## src/include/monitor_pkg.sv

```systemverilog
// Purpose: Shared constants, types and helpers for the monitor control block
// Assumes: 10 MHz core clock, 16-bit registers
// Notes: Register offsets are register indices on the word port
package monitor_pkg;
  localparam int unsigned CLK_FREQ_MHZ = 10;
  localparam int unsigned CLK_PERIOD_NS = 100;
  // Register indices
  localparam logic [7:0] OFS_CONFIG = 8'h00;
  localparam logic [7:0] OFS_SHUNT = 8'h01;
  localparam logic [7:0] OFS_BUS = 8'h02;
  localparam logic [7:0] OFS_POWER = 8'h03;
  localparam logic [7:0] OFS_CURRENT = 8'h04;
  localparam logic [7:0] OFS_MASK = 8'h06;
  localparam logic [7:0] OFS_LIMIT = 8'h07;
  // Values after reset
  localparam logic [15:0] CONFIG_RESET = 16'h0007;
  localparam logic [15:0] MASK_RESET = 16'h0000;
  localparam logic [15:0] LIMIT_RESET = 16'h0000;
  // Configuration field positions
  localparam int MODE_LSB = 0;
  localparam int SHUNT_CT_LSB = 3;
  localparam int BUS_CT_LSB = 6;
  localparam int AVG_LSB = 9;
  // Mask/enable bit positions
  localparam int FN_EN_MSB = 15;
  localparam int FN_EN_LSB = 11;
  localparam int ROUTE_BIT = 10;
  localparam int ALERT_FLAG_BIT = 4;
  localparam int READY_FLAG_BIT = 3;
  localparam int POLARITY_BIT = 1;
  localparam int LATCH_BIT = 0;
  localparam int POWER_SHIFT = 12;
  typedef enum logic [2:0] {
    FN_NONE = 3'h0, FN_SHUNT_OVER = 3'h1, FN_SHUNT_UNDER = 3'h2,
    FN_BUS_OVER = 3'h3, FN_BUS_UNDER = 3'h4, FN_POWER_OVER = 3'h5
  } alert_fn_t;
  typedef enum logic [2:0] {
    SEQ_IDLE = 3'b001, SEQ_SHUNT = 3'b010, SEQ_BUS = 3'b100
  } seq_state_t;
  // Mode codes with both measure bits clear are power-down
  function automatic logic is_active(input logic [2:0] mode);
    return mode[1:0] != 2'h0;
  endfunction : is_active
  function automatic logic is_continuous(input logic [2:0] mode);
    return mode[2];
  endfunction : is_continuous
  // Averaging counts are powers of two, so divide by shifting
  function automatic logic [3:0] avg_shift(input logic [2:0] sel);
    logic [3:0] s;
    s = 4'h0;
    unique case (sel)
      3'h0: s = 4'h0;
      3'h1: s = 4'h2;
      3'h2: s = 4'h4;
      3'h3: s = 4'h6;
      3'h4: s = 4'h7;
      3'h5: s = 4'h8;
      3'h6: s = 4'h9;
      3'h7: s = 4'hA;
    endcase
    return s;
  endfunction : avg_shift
  // Highest set enable wins; bit 4 is shunt over limit
  function automatic alert_fn_t alert_select(input logic [4:0] en);
    if (en[4]) return FN_SHUNT_OVER;
    if (en[3]) return FN_SHUNT_UNDER;
    if (en[2]) return FN_BUS_OVER;
    if (en[1]) return FN_BUS_UNDER;
    if (en[0]) return FN_POWER_OVER;
    return FN_NONE;
  endfunction : alert_select
endpackage : monitor_pkg

```

## src/logic/monitor_conversion_alert_control.sv

```systemverilog
// Purpose: Conversion sequencing, results, ready flag and alert pin control
// Assumes: Register port on the core clock, front end supplies samples
// Notes: Reads return data one cycle after the read strobe
// Notes on behaviour
// RULE1 - Mask/enable register picks the alert function and ready routing to the pin.
// RULE2 - Limit register holds the threshold the chosen function is compared against.
// RULE3 - Five functions: shunt over, shunt under, bus over, bus under, power over.
// RULE4 - Alert pin is open drain, asserted when the chosen value passes the limit.
// RULE5 - With several enables set only the most significant one is watched.
// RULE6 - Ready flag reaches the pin only when ready routing is enabled.
// RULE7 - Host reads ready and alert flags after an alert to find its source.
// RULE8 - Shunt functions compare after every single shunt conversion.
// RULE9 - Alert flag goes high whenever the watched value passes the limit.
// RULE10 - Polarity bit sets the active level of the alert pin.
// RULE11 - When latched, flag and pin hold until config write or mask read.
// RULE12 - Bus functions compare after every bus conversion.
// RULE13 - Power function compares computed power after every bus conversion.
// RULE14 - Compares use raw samples, so an alert may fire while averages pass.
// RULE15 - Mode 111 converts shunt then bus repeatedly without commands.
// RULE16 - Mode 001 runs one set; each further set needs another config write.
// RULE17 - Results readable any time, holding the last completed set.
// RULE18 - Ready flag sets only after the whole averaged set is finished.
// RULE19 - Ready clears on config write not selecting power-down, and on mask read.
// RULE20 - Power-down holds until an active mode is written; host waits recovery.
// RULE21 - Reset returns every register to its default value.
// RULE22 - Shunt and bus conversion times are set independently, 140 us to 8.244 ms.
// RULE23 - Samples accumulate; averaged results load only after the full count.
// RULE24 - Power uses last current and newest bus; zero when calibration is zero.
// RULE25 - Unlatched, flag and pin drop at the next clean compare.
// RULE26 - Under functions trip below the limit, over functions above it.
`timescale 1ns/1ps
`default_nettype none
module monitor_conversion_alert_control import monitor_pkg::*; #(
  // Conversion times in microseconds per setting code
  parameter int unsigned CONV_TIME_US [0:7] = '{140, 204, 332, 588, 1100, 2116, 4156, 8244}
) (
  input wire logic i_clk, // Core clock, 10 MHz
  input wire logic i_sys_rst, // Synchronous reset, active high
  input wire logic i_reg_wr, // Register write strobe
  input wire logic i_reg_rd, // Register read strobe
  input wire logic [7:0] i_reg_addr, // Register index
  input wire logic [15:0] i_reg_wdata, // Write data
  output logic [15:0] o_reg_rdata, // Read data, next cycle
  input wire logic [15:0] i_shunt_value, // Shunt sample from front end
  input wire logic [15:0] i_bus_value, // Bus sample from front end
  input wire logic [15:0] i_current_value, // Current of the shunt sample
  input wire logic [15:0] i_calibration, // Calibration value
  output logic o_alert_out, // Alert pin drive level
  output logic o_alert_oe // Alert pin pull-down enable
);
  logic [15:0] cfg, next_cfg;
  logic [4:0] fn_enables, next_fn_enables;
  logic ready_routing_enable, next_ready_routing_enable;
  logic alert_polarity, next_alert_polarity;
  logic alert_latch, next_alert_latch;
  logic [15:0] limit, next_limit;
  logic conversion_ready_flag, next_conversion_ready_flag;
  logic alert_function_flag;
  logic cfg_written, next_cfg_written;
  logic [15:0] next_rdata;
  logic next_alert_oe;
  logic [15:0] res_shunt, res_bus, res_current, res_power;
  logic [15:0] next_res_shunt, next_res_bus, next_res_current, next_res_power;
  logic signed [25:0] acc_shunt, acc_current, next_acc_shunt, next_acc_current;
  logic [25:0] acc_bus, acc_power, next_acc_bus, next_acc_power;
  logic signed [25:0] sum_shunt, sum_current;
  logic [25:0] sum_bus, sum_power;
  logic [15:0] cur_sample, next_cur_sample;
  logic [15:0] power_now, mask_word;
  logic [31:0] product;
  logic [3:0] shift;
  logic cfg_wr, mask_wr, limit_wr, mask_rd, alert_clear, alert_asserted;
  logic shunt_done, bus_done, cycle_done;

  // Cycles for a conversion setting, derived from its time
  function automatic logic [19:0] conv_cycles(input logic [2:0] sel);
    return 20'(CONV_TIME_US[sel] * CLK_FREQ_MHZ);
  endfunction : conv_cycles

  // Magnitude of a signed word
  function automatic logic [15:0] abs16(input logic [15:0] v);
    return v[15] ? 16'(-v) : v;
  endfunction : abs16

  // Register port decode
  assign cfg_wr = i_reg_wr && i_reg_addr == OFS_CONFIG;
  assign mask_wr = i_reg_wr && i_reg_addr == OFS_MASK;
  assign limit_wr = i_reg_wr && i_reg_addr == OFS_LIMIT;
  assign mask_rd = i_reg_rd && i_reg_addr == OFS_MASK;
  assign alert_clear = cfg_wr || mask_rd; // [RULE11]
  assign shift = avg_shift(cfg[AVG_LSB +: 3]);

  // Mask/enable word as software sees it
  assign mask_word = {fn_enables, ready_routing_enable, 5'h00, alert_function_flag,
                      conversion_ready_flag, 1'b0, alert_polarity, alert_latch}; // [RULE7]

  // Power from the previous current and the newest bus sample
  assign product = 32'(abs16(cur_sample)) * 32'(i_bus_value);
  assign power_now = (i_calibration == 16'h0000) ? 16'h0000 : product[POWER_SHIFT +: 16]; // [RULE24]

  conv_sequencer u_seq (
    .i_clk(i_clk),
    .i_sys_rst(i_sys_rst),
    .i_mode(cfg[MODE_LSB +: 3]),
    .i_trigger(cfg_written),
    .i_shunt_cycles(conv_cycles(cfg[SHUNT_CT_LSB +: 3])), // [RULE22]
    .i_bus_cycles(conv_cycles(cfg[BUS_CT_LSB +: 3])), // [RULE22]
    .i_avg_shift(shift),
    .o_shunt_done(shunt_done),
    .o_bus_done(bus_done),
    .o_cycle_done(cycle_done)
  );

  alert_monitor u_alert (
    .i_clk(i_clk),
    .i_sys_rst(i_sys_rst),
    .i_enables(fn_enables), // [RULE1]
    .i_latch(alert_latch),
    .i_limit(limit), // [RULE2]
    .i_shunt(i_shunt_value),
    .i_bus(i_bus_value),
    .i_power(power_now), // [RULE13]
    .i_shunt_done(shunt_done),
    .i_bus_done(bus_done),
    .i_clear(alert_clear),
    .o_flag(alert_function_flag)
  );

  // Register file next values
  always_comb begin
    next_cfg = cfg;
    next_fn_enables = fn_enables;
    next_ready_routing_enable = ready_routing_enable;
    next_alert_polarity = alert_polarity;
    next_alert_latch = alert_latch;
    next_limit = limit;
    next_cfg_written = cfg_wr; // Sequencer sees the new mode one cycle later
    if (cfg_wr) next_cfg = i_reg_wdata; // [RULE16]
    if (mask_wr) begin
      next_fn_enables = i_reg_wdata[FN_EN_MSB:FN_EN_LSB]; // [RULE1]
      next_ready_routing_enable = i_reg_wdata[ROUTE_BIT]; // [RULE6]
      next_alert_polarity = i_reg_wdata[POLARITY_BIT]; // [RULE10]
      next_alert_latch = i_reg_wdata[LATCH_BIT]; // [RULE11]
    end
    if (limit_wr) next_limit = i_reg_wdata; // [RULE2]
  end

  // Ready flag: completion beats a clear in the same cycle
  always_comb begin
    next_conversion_ready_flag = conversion_ready_flag;
    if (mask_rd || (cfg_wr && is_active(i_reg_wdata[MODE_LSB +: 3]))) begin
      next_conversion_ready_flag = 1'b0; // [RULE19]
    end
    if (cycle_done) next_conversion_ready_flag = 1'b1; // [RULE18]
  end

  // Read mux; unmapped indices read zero
  always_comb begin
    next_rdata = o_reg_rdata;
    if (i_reg_rd) begin
      unique case (i_reg_addr)
        OFS_CONFIG: next_rdata = cfg;
        OFS_SHUNT: next_rdata = res_shunt; // [RULE17]
        OFS_BUS: next_rdata = res_bus;
        OFS_POWER: next_rdata = res_power;
        OFS_CURRENT: next_rdata = res_current;
        OFS_MASK: next_rdata = mask_word;
        OFS_LIMIT: next_rdata = limit;
        default: next_rdata = 16'h0000;
      endcase
    end
  end

  // Accumulate raw samples; results change only at set completion
  always_comb begin
    sum_shunt = acc_shunt + (shunt_done ? 26'(signed'(i_shunt_value)) : 26'sh0);
    sum_current = acc_current + (shunt_done ? 26'(signed'(i_current_value)) : 26'sh0);
    sum_bus = acc_bus + (bus_done ? 26'(i_bus_value) : 26'h0);
    sum_power = acc_power + (bus_done ? 26'(power_now) : 26'h0);
    next_acc_shunt = sum_shunt;
    next_acc_current = sum_current;
    next_acc_bus = sum_bus;
    next_acc_power = sum_power;
    next_cur_sample = shunt_done ? i_current_value : cur_sample; // [RULE24]
    next_res_shunt = res_shunt;
    next_res_bus = res_bus;
    next_res_current = res_current;
    next_res_power = res_power;
    if (cycle_done) begin
      next_res_shunt = 16'(sum_shunt >>> shift); // [RULE23]
      next_res_current = 16'(sum_current >>> shift);
      next_res_bus = 16'(sum_bus >> shift);
      next_res_power = 16'(sum_power >> shift); // [RULE23]
    end
    // Restarted or finished sets begin from an empty sum
    if (cycle_done || cfg_written) begin
      next_acc_shunt = 26'sh0;
      next_acc_current = 26'sh0;
      next_acc_bus = 26'h0;
      next_acc_power = 26'h0;
    end
  end

  // Alert pin: pull low when active low and asserted, and the reverse
  always_comb begin
    alert_asserted = alert_function_flag || (ready_routing_enable && conversion_ready_flag); // [RULE6] [RULE4]
    next_alert_oe = alert_asserted ^ alert_polarity; // [RULE10] [RULE4]
  end

  // All registers, defaults on reset
  always_ff @(posedge i_clk) begin
    if (i_sys_rst) begin
      cfg <= CONFIG_RESET; // [RULE21]
      fn_enables <= MASK_RESET[FN_EN_MSB:FN_EN_LSB];
      ready_routing_enable <= MASK_RESET[ROUTE_BIT];
      alert_polarity <= MASK_RESET[POLARITY_BIT];
      alert_latch <= MASK_RESET[LATCH_BIT];
      limit <= LIMIT_RESET;
      conversion_ready_flag <= 1'b0;
      cfg_written <= 1'b0;
      o_reg_rdata <= 16'h0000;
      o_alert_out <= 1'b0;
      o_alert_oe <= 1'b0;
      acc_shunt <= 26'sh0;
      acc_current <= 26'sh0;
      acc_bus <= 26'h0;
      acc_power <= 26'h0;
      cur_sample <= 16'h0000;
      res_shunt <= 16'h0000;
      res_bus <= 16'h0000;
      res_current <= 16'h0000;
      res_power <= 16'h0000;
    end else begin
      cfg <= next_cfg;
      fn_enables <= next_fn_enables;
      ready_routing_enable <= next_ready_routing_enable;
      alert_polarity <= next_alert_polarity;
      alert_latch <= next_alert_latch;
      limit <= next_limit;
      conversion_ready_flag <= next_conversion_ready_flag;
      cfg_written <= next_cfg_written;
      o_reg_rdata <= next_rdata;
      o_alert_out <= 1'b0; // Open drain never drives high
      o_alert_oe <= next_alert_oe;
      acc_shunt <= next_acc_shunt;
      acc_current <= next_acc_current;
      acc_bus <= next_acc_bus;
      acc_power <= next_acc_power;
      cur_sample <= next_cur_sample;
      res_shunt <= next_res_shunt;
      res_bus <= next_res_bus;
      res_current <= next_res_current;
      res_power <= next_res_power;
    end
  end

  // Ready flag and result checks
  a_ready_set: assert property (@(posedge i_clk) disable iff (i_sys_rst) // [RULE18]
    cycle_done |=> conversion_ready_flag)
    else $error("ready flag not set after a completed set");
  a_ready_clear: assert property (@(posedge i_clk) disable iff (i_sys_rst) // [RULE19]
    (mask_rd && !cycle_done) |=> !conversion_ready_flag)
    else $error("ready flag survived a mask read");
  a_ready_keep: assert property (@(posedge i_clk) disable iff (i_sys_rst) // [RULE19]
    (cfg_wr && !is_active(i_reg_wdata[MODE_LSB +: 3]) && conversion_ready_flag && !mask_rd)
    |=> conversion_ready_flag)
    else $error("power-down write cleared the ready flag");
  a_alert_quiet: assert property (@(posedge i_clk) disable iff (i_sys_rst) // [RULE6] [RULE10]
    (!ready_routing_enable && !alert_function_flag) |=> o_alert_oe == $past(alert_polarity))
    else $error("alert pin active with nothing routed");
  a_result_hold: assert property (@(posedge i_clk) disable iff (i_sys_rst) // [RULE23]
    !cycle_done |=> ($stable(res_power) && $stable(res_current)))
    else $error("results changed before the set completed");
  a_power_zero: assert property (@(posedge i_clk) disable iff (i_sys_rst) // [RULE24]
    (bus_done && i_calibration == 16'h0000 && fn_enables == 5'h01) |=> !alert_function_flag)
    else $error("power alert with zero calibration");
  c_alert_pin: cover property (@(posedge i_clk) disable iff (i_sys_rst) alert_function_flag ##1 o_alert_oe);
  c_ready_routed: cover property (@(posedge i_clk) disable iff (i_sys_rst)
    ready_routing_enable && conversion_ready_flag);

  // Pin level against flag and polarity
  a_pin_active_low: assert property (@(posedge i_clk) disable iff (i_sys_rst) // [RULE4] [RULE10]
    (alert_function_flag && !alert_polarity) |=> o_alert_oe)
    else $error("alert pin not pulled low");
  a_pin_active_high: assert property (@(posedge i_clk) disable iff (i_sys_rst) // [RULE10]
    (alert_function_flag && alert_polarity) |=> !o_alert_oe)
    else $error("alert pin pulled low while active high");
  a_ready_pin: assert property (@(posedge i_clk) disable iff (i_sys_rst) // [RULE6]
    (ready_routing_enable && conversion_ready_flag && !alert_polarity) |=> o_alert_oe)
    else $error("routed ready flag missing on the pin");

  // Flags as the host reads and clears them
  a_mask_flags: assert property (@(posedge i_clk) disable iff (i_sys_rst) // [RULE7]
    mask_rd |=> (o_reg_rdata[ALERT_FLAG_BIT] == $past(alert_function_flag)
      && o_reg_rdata[READY_FLAG_BIT] == $past(conversion_ready_flag)))
    else $error("mask read lost a flag");
  a_latch_clear: assert property (@(posedge i_clk) disable iff (i_sys_rst) // [RULE11]
    (mask_rd && alert_latch && !shunt_done && !bus_done) |=> !alert_function_flag)
    else $error("latched flag survived a mask read");
  a_limit_store: assert property (@(posedge i_clk) disable iff (i_sys_rst) // [RULE2]
    limit_wr |=> limit == $past(i_reg_wdata))
    else $error("limit write not stored");
endmodule : monitor_conversion_alert_control
`default_nettype wire

```

## src/logic/conv_sequencer.sv

```systemverilog
// Purpose: Times shunt and bus conversions and counts averaging sets
// Assumes: Trigger arrives the cycle after the configuration is stored
// Notes: A trigger restarts any conversion in progress
`timescale 1ns/1ps
`default_nettype none
module conv_sequencer import monitor_pkg::*; (
  input wire logic i_clk, // Core clock
  input wire logic i_sys_rst, // Synchronous reset
  input wire logic [2:0] i_mode, // Stored mode field
  input wire logic i_trigger, // Configuration was written
  input wire logic [19:0] i_shunt_cycles, // Shunt conversion length
  input wire logic [19:0] i_bus_cycles, // Bus conversion length
  input wire logic [3:0] i_avg_shift, // Log2 of averaging count
  output logic o_shunt_done, // Shunt sample ready pulse
  output logic o_bus_done, // Bus sample ready pulse
  output logic o_cycle_done // Averaged set complete pulse
);
  seq_state_t state, next_state, first;
  logic [19:0] timer, next_timer;
  logic [10:0] samples, next_samples;
  logic next_shunt_done, next_bus_done, next_cycle_done, end_set;

  // Next state of the conversion timer
  always_comb begin
    first = i_mode[0] ? SEQ_SHUNT : SEQ_BUS;
    next_state = state;
    next_timer = timer + 20'h1;
    next_samples = samples;
    next_shunt_done = 1'b0;
    next_bus_done = 1'b0;
    next_cycle_done = 1'b0;
    end_set = 1'b0;
    unique case (state)
      SEQ_IDLE: begin
        next_timer = 20'h0;
        if (is_active(i_mode) && is_continuous(i_mode)) next_state = first; // [RULE15]
      end
      SEQ_SHUNT: begin
        if (timer == i_shunt_cycles - 20'h1) begin // [RULE22]
          next_shunt_done = 1'b1;
          next_timer = 20'h0;
          if (i_mode[1]) next_state = SEQ_BUS; // [RULE15]
          else end_set = 1'b1;
        end
      end
      SEQ_BUS: begin
        if (timer == i_bus_cycles - 20'h1) begin // [RULE22]
          next_bus_done = 1'b1;
          next_timer = 20'h0;
          end_set = 1'b1;
        end
      end
    endcase
    // Set finished: ready only once the whole average is in
    if (end_set) begin
      next_state = first;
      next_samples = samples + 11'h1;
      if (samples + 11'h1 == 11'h1 << i_avg_shift) begin // [RULE18]
        next_cycle_done = 1'b1;
        next_samples = 11'h0;
        if (!is_continuous(i_mode)) next_state = SEQ_IDLE; // [RULE16]
      end
    end
    // Each write starts over, a single shot needs a fresh write
    if (i_trigger) begin
      next_state = is_active(i_mode) ? first : SEQ_IDLE; // [RULE16] [RULE20]
      next_timer = 20'h0;
      next_samples = 11'h0;
      next_shunt_done = 1'b0;
      next_bus_done = 1'b0;
      next_cycle_done = 1'b0;
    end
  end

  // State registers
  always_ff @(posedge i_clk) begin
    if (i_sys_rst) begin
      state <= SEQ_IDLE;
      timer <= 20'h0;
      samples <= 11'h0;
      o_shunt_done <= 1'b0;
      o_bus_done <= 1'b0;
      o_cycle_done <= 1'b0;
    end else begin
      state <= next_state;
      timer <= next_timer;
      samples <= next_samples;
      o_shunt_done <= next_shunt_done;
      o_bus_done <= next_bus_done;
      o_cycle_done <= next_cycle_done;
    end
  end

  a_powerdown_idle: assert property (@(posedge i_clk) disable iff (i_sys_rst) // [RULE20]
    (state == SEQ_IDLE && !is_active(i_mode)) |=> state == SEQ_IDLE)
    else $error("sequencer left idle in power-down");
  a_single_stops: assert property (@(posedge i_clk) disable iff (i_sys_rst) // [RULE16]
    (o_cycle_done && !is_continuous($past(i_mode))) |-> state == SEQ_IDLE)
    else $error("single shot did not stop after one set");
  c_cycle_done: cover property (@(posedge i_clk) disable iff (i_sys_rst) o_cycle_done);
endmodule : conv_sequencer
`default_nettype wire

```

## src/logic/alert_monitor.sv

```systemverilog
// Purpose: Compares each raw sample to the limit and keeps the alert flag
// Assumes: Done pulses mark valid samples for one cycle
// Notes: Shunt compare is signed, bus and power unsigned
`timescale 1ns/1ps
`default_nettype none
module alert_monitor import monitor_pkg::*; (
  input wire logic i_clk, // Core clock
  input wire logic i_sys_rst, // Synchronous reset
  input wire logic [4:0] i_enables, // Function enables, bit 4 highest
  input wire logic i_latch, // Latch the flag
  input wire logic [15:0] i_limit, // Alert threshold
  input wire logic [15:0] i_shunt, // Raw shunt sample
  input wire logic [15:0] i_bus, // Raw bus sample
  input wire logic [15:0] i_power, // Power of this sample
  input wire logic i_shunt_done, // Shunt sample valid
  input wire logic i_bus_done, // Bus sample valid
  input wire logic i_clear, // Config write or mask read
  output logic o_flag // Alert function flag
);
  alert_fn_t sel;
  logic evt, viol, next_flag;

  // Pick the function and test this sample, not the average
  always_comb begin
    sel = alert_select(i_enables); // [RULE5] [RULE3]
    evt = 1'b0;
    viol = 1'b0;
    unique case (sel)
      FN_SHUNT_OVER: begin
        evt = i_shunt_done; // [RULE8] [RULE14]
        viol = $signed(i_shunt) > $signed(i_limit); // [RULE26] [RULE2]
      end
      FN_SHUNT_UNDER: begin
        evt = i_shunt_done; // [RULE8]
        viol = $signed(i_shunt) < $signed(i_limit); // [RULE26]
      end
      FN_BUS_OVER: begin
        evt = i_bus_done; // [RULE12]
        viol = i_bus > i_limit;
      end
      FN_BUS_UNDER: begin
        evt = i_bus_done; // [RULE12]
        viol = i_bus < i_limit;
      end
      FN_POWER_OVER: begin
        evt = i_bus_done; // [RULE13]
        viol = i_power > i_limit;
      end
      FN_NONE: begin
        evt = 1'b0;
        viol = 1'b0;
      end
      default: begin
        evt = 1'b0;
        viol = 1'b0;
      end
    endcase
    // A new violation beats a clear in the same cycle
    if (sel == FN_NONE) next_flag = 1'b0;
    else if (evt) next_flag = i_latch ? (viol | (o_flag & ~i_clear)) : viol; // [RULE9] [RULE25]
    else next_flag = (i_latch && i_clear) ? 1'b0 : o_flag; // [RULE11]
  end

  // Flag register
  always_ff @(posedge i_clk) begin
    if (i_sys_rst) o_flag <= 1'b0;
    else o_flag <= next_flag;
  end

  a_latch_hold: assert property (@(posedge i_clk) disable iff (i_sys_rst) // [RULE11]
    (o_flag && i_latch && !i_clear && sel != FN_NONE) |=> o_flag)
    else $error("latched alert flag dropped without a clear");
  a_unlatch_drop: assert property (@(posedge i_clk) disable iff (i_sys_rst) // [RULE25]
    (evt && !viol && !i_latch) |=> !o_flag)
    else $error("alert flag stayed after a clean compare");
  a_priority_top: assert property (@(posedge i_clk) disable iff (i_sys_rst) // [RULE5]
    (i_enables[4] && i_shunt_done && $signed(i_shunt) > $signed(i_limit)) |=> o_flag)
    else $error("highest enable did not take priority");
  c_latched_clear: cover property (@(posedge i_clk) disable iff (i_sys_rst) o_flag && i_latch ##1 !o_flag);
endmodule : alert_monitor
`default_nettype wire

```

## config.mk

```make
export PLATFORM = sky130hd
export DESIGN_NAME = monitor_conversion_alert_control
export DESIGN_NICKNAME = d
export VERILOG_FILES = /design/src/include/monitor_pkg.sv /design/src/logic/monitor_conversion_alert_control.sv /design/src/logic/conv_sequencer.sv /design/src/logic/alert_monitor.sv
export SDC_FILE = /design/constraint.sdc
export NUM_CORES = 2
export LEC_CHECK = 0
export BUFFER_PORTS_ARGS = -buffer_cell sky130_fd_sc_hd__buf_4
export CAP_MARGIN = 25
export CORE_MARGIN = 2
export CORE_UTILIZATION = 67
export CTS_CLUSTER_SIZE = 30
export DETAILED_ROUTE_END_ITERATION = 8
export PLACE_DENSITY = 0.95
export SLEW_MARGIN = 20
export SYNTH_ARGS = -nofsm -noshare
export SYNTH_HDL_FRONTEND = slang
export SYNTH_SLANG_ARGS = --single-unit
```

## constraint.sdc

```tcl
create_clock -name i_clk -period 28 [get_ports i_clk]
set_clock_uncertainty 0.2 [all_clocks]
set_input_delay 1.4 -clock i_clk [delete_from_list [all_inputs] [get_ports i_clk]]
set_output_delay 1.4 -clock i_clk [all_outputs]
set_load 0.1 [all_outputs]
```

==> out/qor.yml <==
timing:
  min_period_over_period_pct: 41.5
  setup_violations: 0
  max_slew_margin_pct: 25.7
  rsz0062_at_grt: "false"
  tns_ns: 0
  worst_slack_ns: 16.38
  min_period_ns: 11.62
  drv_slew: 0
  worst_pin_slew_ns: 1.11
  finalHoldViolCount: 0
  max_freq_ghz: 0.0861
synthesis:
  synth_cell_types: 93
  synth_xor_area_share_pct: 5.31
  synthTopCellsByCount: "nand2_1 (437), nor2_1 (377), inv_1 (298)"
  synthMostInstantiatedCell: "nand2_1"
  async_reset_ff_share_pct: 0
  muxShareOfSynthArea_pct: 5.48
  synth_area_leaders: "dfxtp_1 (19%), fa_1 (13%), ha_1 (10%), nand2_1 (5.4%), nor2_1 (4.6%)"
  seq_area_frac_synth_pct: 18.7
  ys_ff_latch: 285
  synth_top_cell_area_share_pct: 18.7
  synth_ff_type: "dfxtp_1"
  synth-simple-area-share_pct: 21.6
  synth_top_family_by_area: "adder cells"
  synth-edff-count: 0
  synth_top_area_cell: "dfxtp_1"
  ys_warn_count: 0
  netlist_instances: 3866
  synth_adder_area_share_pct: 22.7
  synth_area_per_cell_sq_um: 7.89
  netlist_area_sq_um: 30500
  synth-compound-area-share_pct: 19.8
grt:
  grt.total_usage_pct: 40.1
  grt_pass1_vias: 29200
  grt-ovfl-total: 0
  grt_max_degree: 80
  grt_pass1_wl_um: 152000
  antenna_found_initial: 1
pwr:
  p_per_area_nw_per_um2: 28.3
  p_total_uw: 924
  ir_drop_v: 0.0000630
  power_leakage_uw: 0.0147
route:
  route.antenna.remaining_nets: 0
  drc: 0
  via_per_inst: 6.76
  vias: 30100
  wl_um: 96200
  dr.pass1.iters: 9
  wl_per_cell_um: 21.6
  drt_iter0_drc: 4413
clock_tree:
  post_cts_buffers: 0
  worstSkewPairLatency_ns: 0.57
  post_cts_resize_count: 0
  cts_sinks: 285
  cts.path.max_buffers: 3
  cts_tree: "built"
  cts-root-buf: "clkbuf_16"
  htree_num_levels: 2
  clkSlewWorstSetupHoldPaths_ns: 0.06
  hold_buffers: 0
  cts-buffers-inserted: 35
placed_design:
  numPlacedInstances: 4399
  dpl.hpwl_um: 71100
  place_ws_ns: 16.63
  routabilityCongestion: 1.05
  place.port_buffers: 108
  place_area_sq_um: 31600
floorplanning:
  start_util_pct: 67.5
  core_sq_um: 45200
  row_count: 78
  die_h_um: 217
  die_area_sq_um: 47300
  die_w_um: 217
  num_io_pins: 110
layout:
  num_antenna_cells: 0
  fin_cells: 4460
  drive_above_1_share_pct: 7.75
  syn_to_final_growth_pct: 7.12
  nets: 4369
  final_cell_area_sq_um: 32700
critical_path:
  slowest_delay_ns: 0.56
  critPathKind: "reg -> reg"
  crit_fanout: 17
  reg2reg_setup_slack_ns: 16.38
  critPathArrivalTime_ns: 11.85
  end_kind: "flip-flop"
  crit_slowest_cell: "fa_1"
  cpMostUsedCell: "fa_1"
  r2r_cells: 41
  worstPathRequired_ns: 28.23
  start_kind: "flip-flop"
min_path:
  hold_path_depth: 2
  min_path_type: "reg -> reg"
outcome:
  status: "complete, no violations"
flow_run:
  drv_cap: 0
## where the power goes
| part | internal (uW) | switching, uW | total (uW) | leakage, uW |
|---|---|---|---|---|
| registers | 407 | 2.99 | 410 | 0.00230 |
| clock network | 260 | 194 | 454 | 0.000530 |
| logic | 21.6 | 37.9 | 59.5 | 0.0118 |
| total | 689 | 235 | 924 | 0.0147 |
## per-layer routing
metal	share of wire (%)	vias to the layer above	track usage (%)	routed length, um
met5	0.014	-	0.417	13
met4	7.3	2	25.6	6980
met3	11	530	9.93	11100
met2	44	2012	63.4	42700
met1	37	14200	48.9	35500
li1	-	13400	-	-
## final timing paths
path                                    from                        end
hold / removal     res_shunt[2]$_SDFFE_PP0P_  res_shunt[2]$_SDFFE_PP0P_
setup reg to reg  cur_sample[0]$_SDFFE_PP0P_  res_power[5]$_SDFFE_PP0P_
setup / recovery  cur_sample[0]$_SDFFE_PP0P_  res_power[5]$_SDFFE_PP0P_
hold reg to reg    res_shunt[2]$_SDFFE_PP0P_  res_shunt[2]$_SDFFE_PP0P_
## critical path: cells and delay by family (launching register included)
kind,cells,cell delay [ns]
AOI/OAI and AO/OA,15,3.96
buffers and inverters,6,0.58
DFF,1,0.48
adders and majority gates,8,3.82
xor gates and xnor gates,2,0.34
and+or+nand+nor,9,1.79
muxes,1,0.32
## flip-flops by register name (all words and copies together) (netlist names), 3 cells and up
name / flops
res_power: 16
u_seq.timer: 20
res_shunt: 16
acc_current: 26
cur_sample: 16
acc_power: 26
fn_enables: 5
u_seq.state: 3
res_current: 16
o_reg_rdata: 16
res_bus: 16
limit: 16
u_seq.samples: 11
shift: 4
acc_bus: 26
cfg: 16
acc_shunt: 26
## layout by cell type (no fill, tap or decap), types with 62 or more instances in the layout
| cell type | n |
|---|---|
| buf_4 | 144 |
| a21oi_1 | 236 |
| nand3_1 | 76 |
| xnor2_1 | 109 |
| xor2_1 | 74 |
| dfxtp_1 | 281 |
| and2_1 | 200 |
| fa_1 | 192 |
| mux2i_1 | 95 |
| ha_1 | 247 |
| o21ai_0 | 142 |
| a211oi_1 | 62 |
| nand2_1 | 437 |
| nor3_1 | 73 |
| inv_1 | 296 |
| nor2_1 | 376 |
## through the flow
stage               util (%)  hold WS (ns)
floorplan                  -         0.216
global placement        69.9         0.235
detailed placement      69.9         0.240
CTS                     72.3         0.252
global route            72.3         0.288
finish                  72.3         0.261
## area by class of cell
| cell class | count | area (sq um) |
|---|---|---|
| fill | 3319 | 12500 |
| inverter | 301 | 1130 |
| timing repair buffer | 145 | 1090 |
| multi-input combinational | 3070 | 22900 |
| clock buffer | 45 | 955 |
| sequential | 285 | 5720 |
| clock inverter | 14 | 145 |
| tap | 600 | 751 |
## cells by family after synthesis
| kind of cell | count (synthesis) |
|---|---|
| AO/OA/AOI/OAI | 899 |
| XOR/XNOR | 184 |
| adder cells (fa/ha/maj) | 439 |
| buffers and inverters | 515 |
| flip-flops | 285 |
| multiplexers | 147 |
| other | 1 |
| AND/OR/NAND/NOR | 1396 |
(Power assumes the default switching activity.)
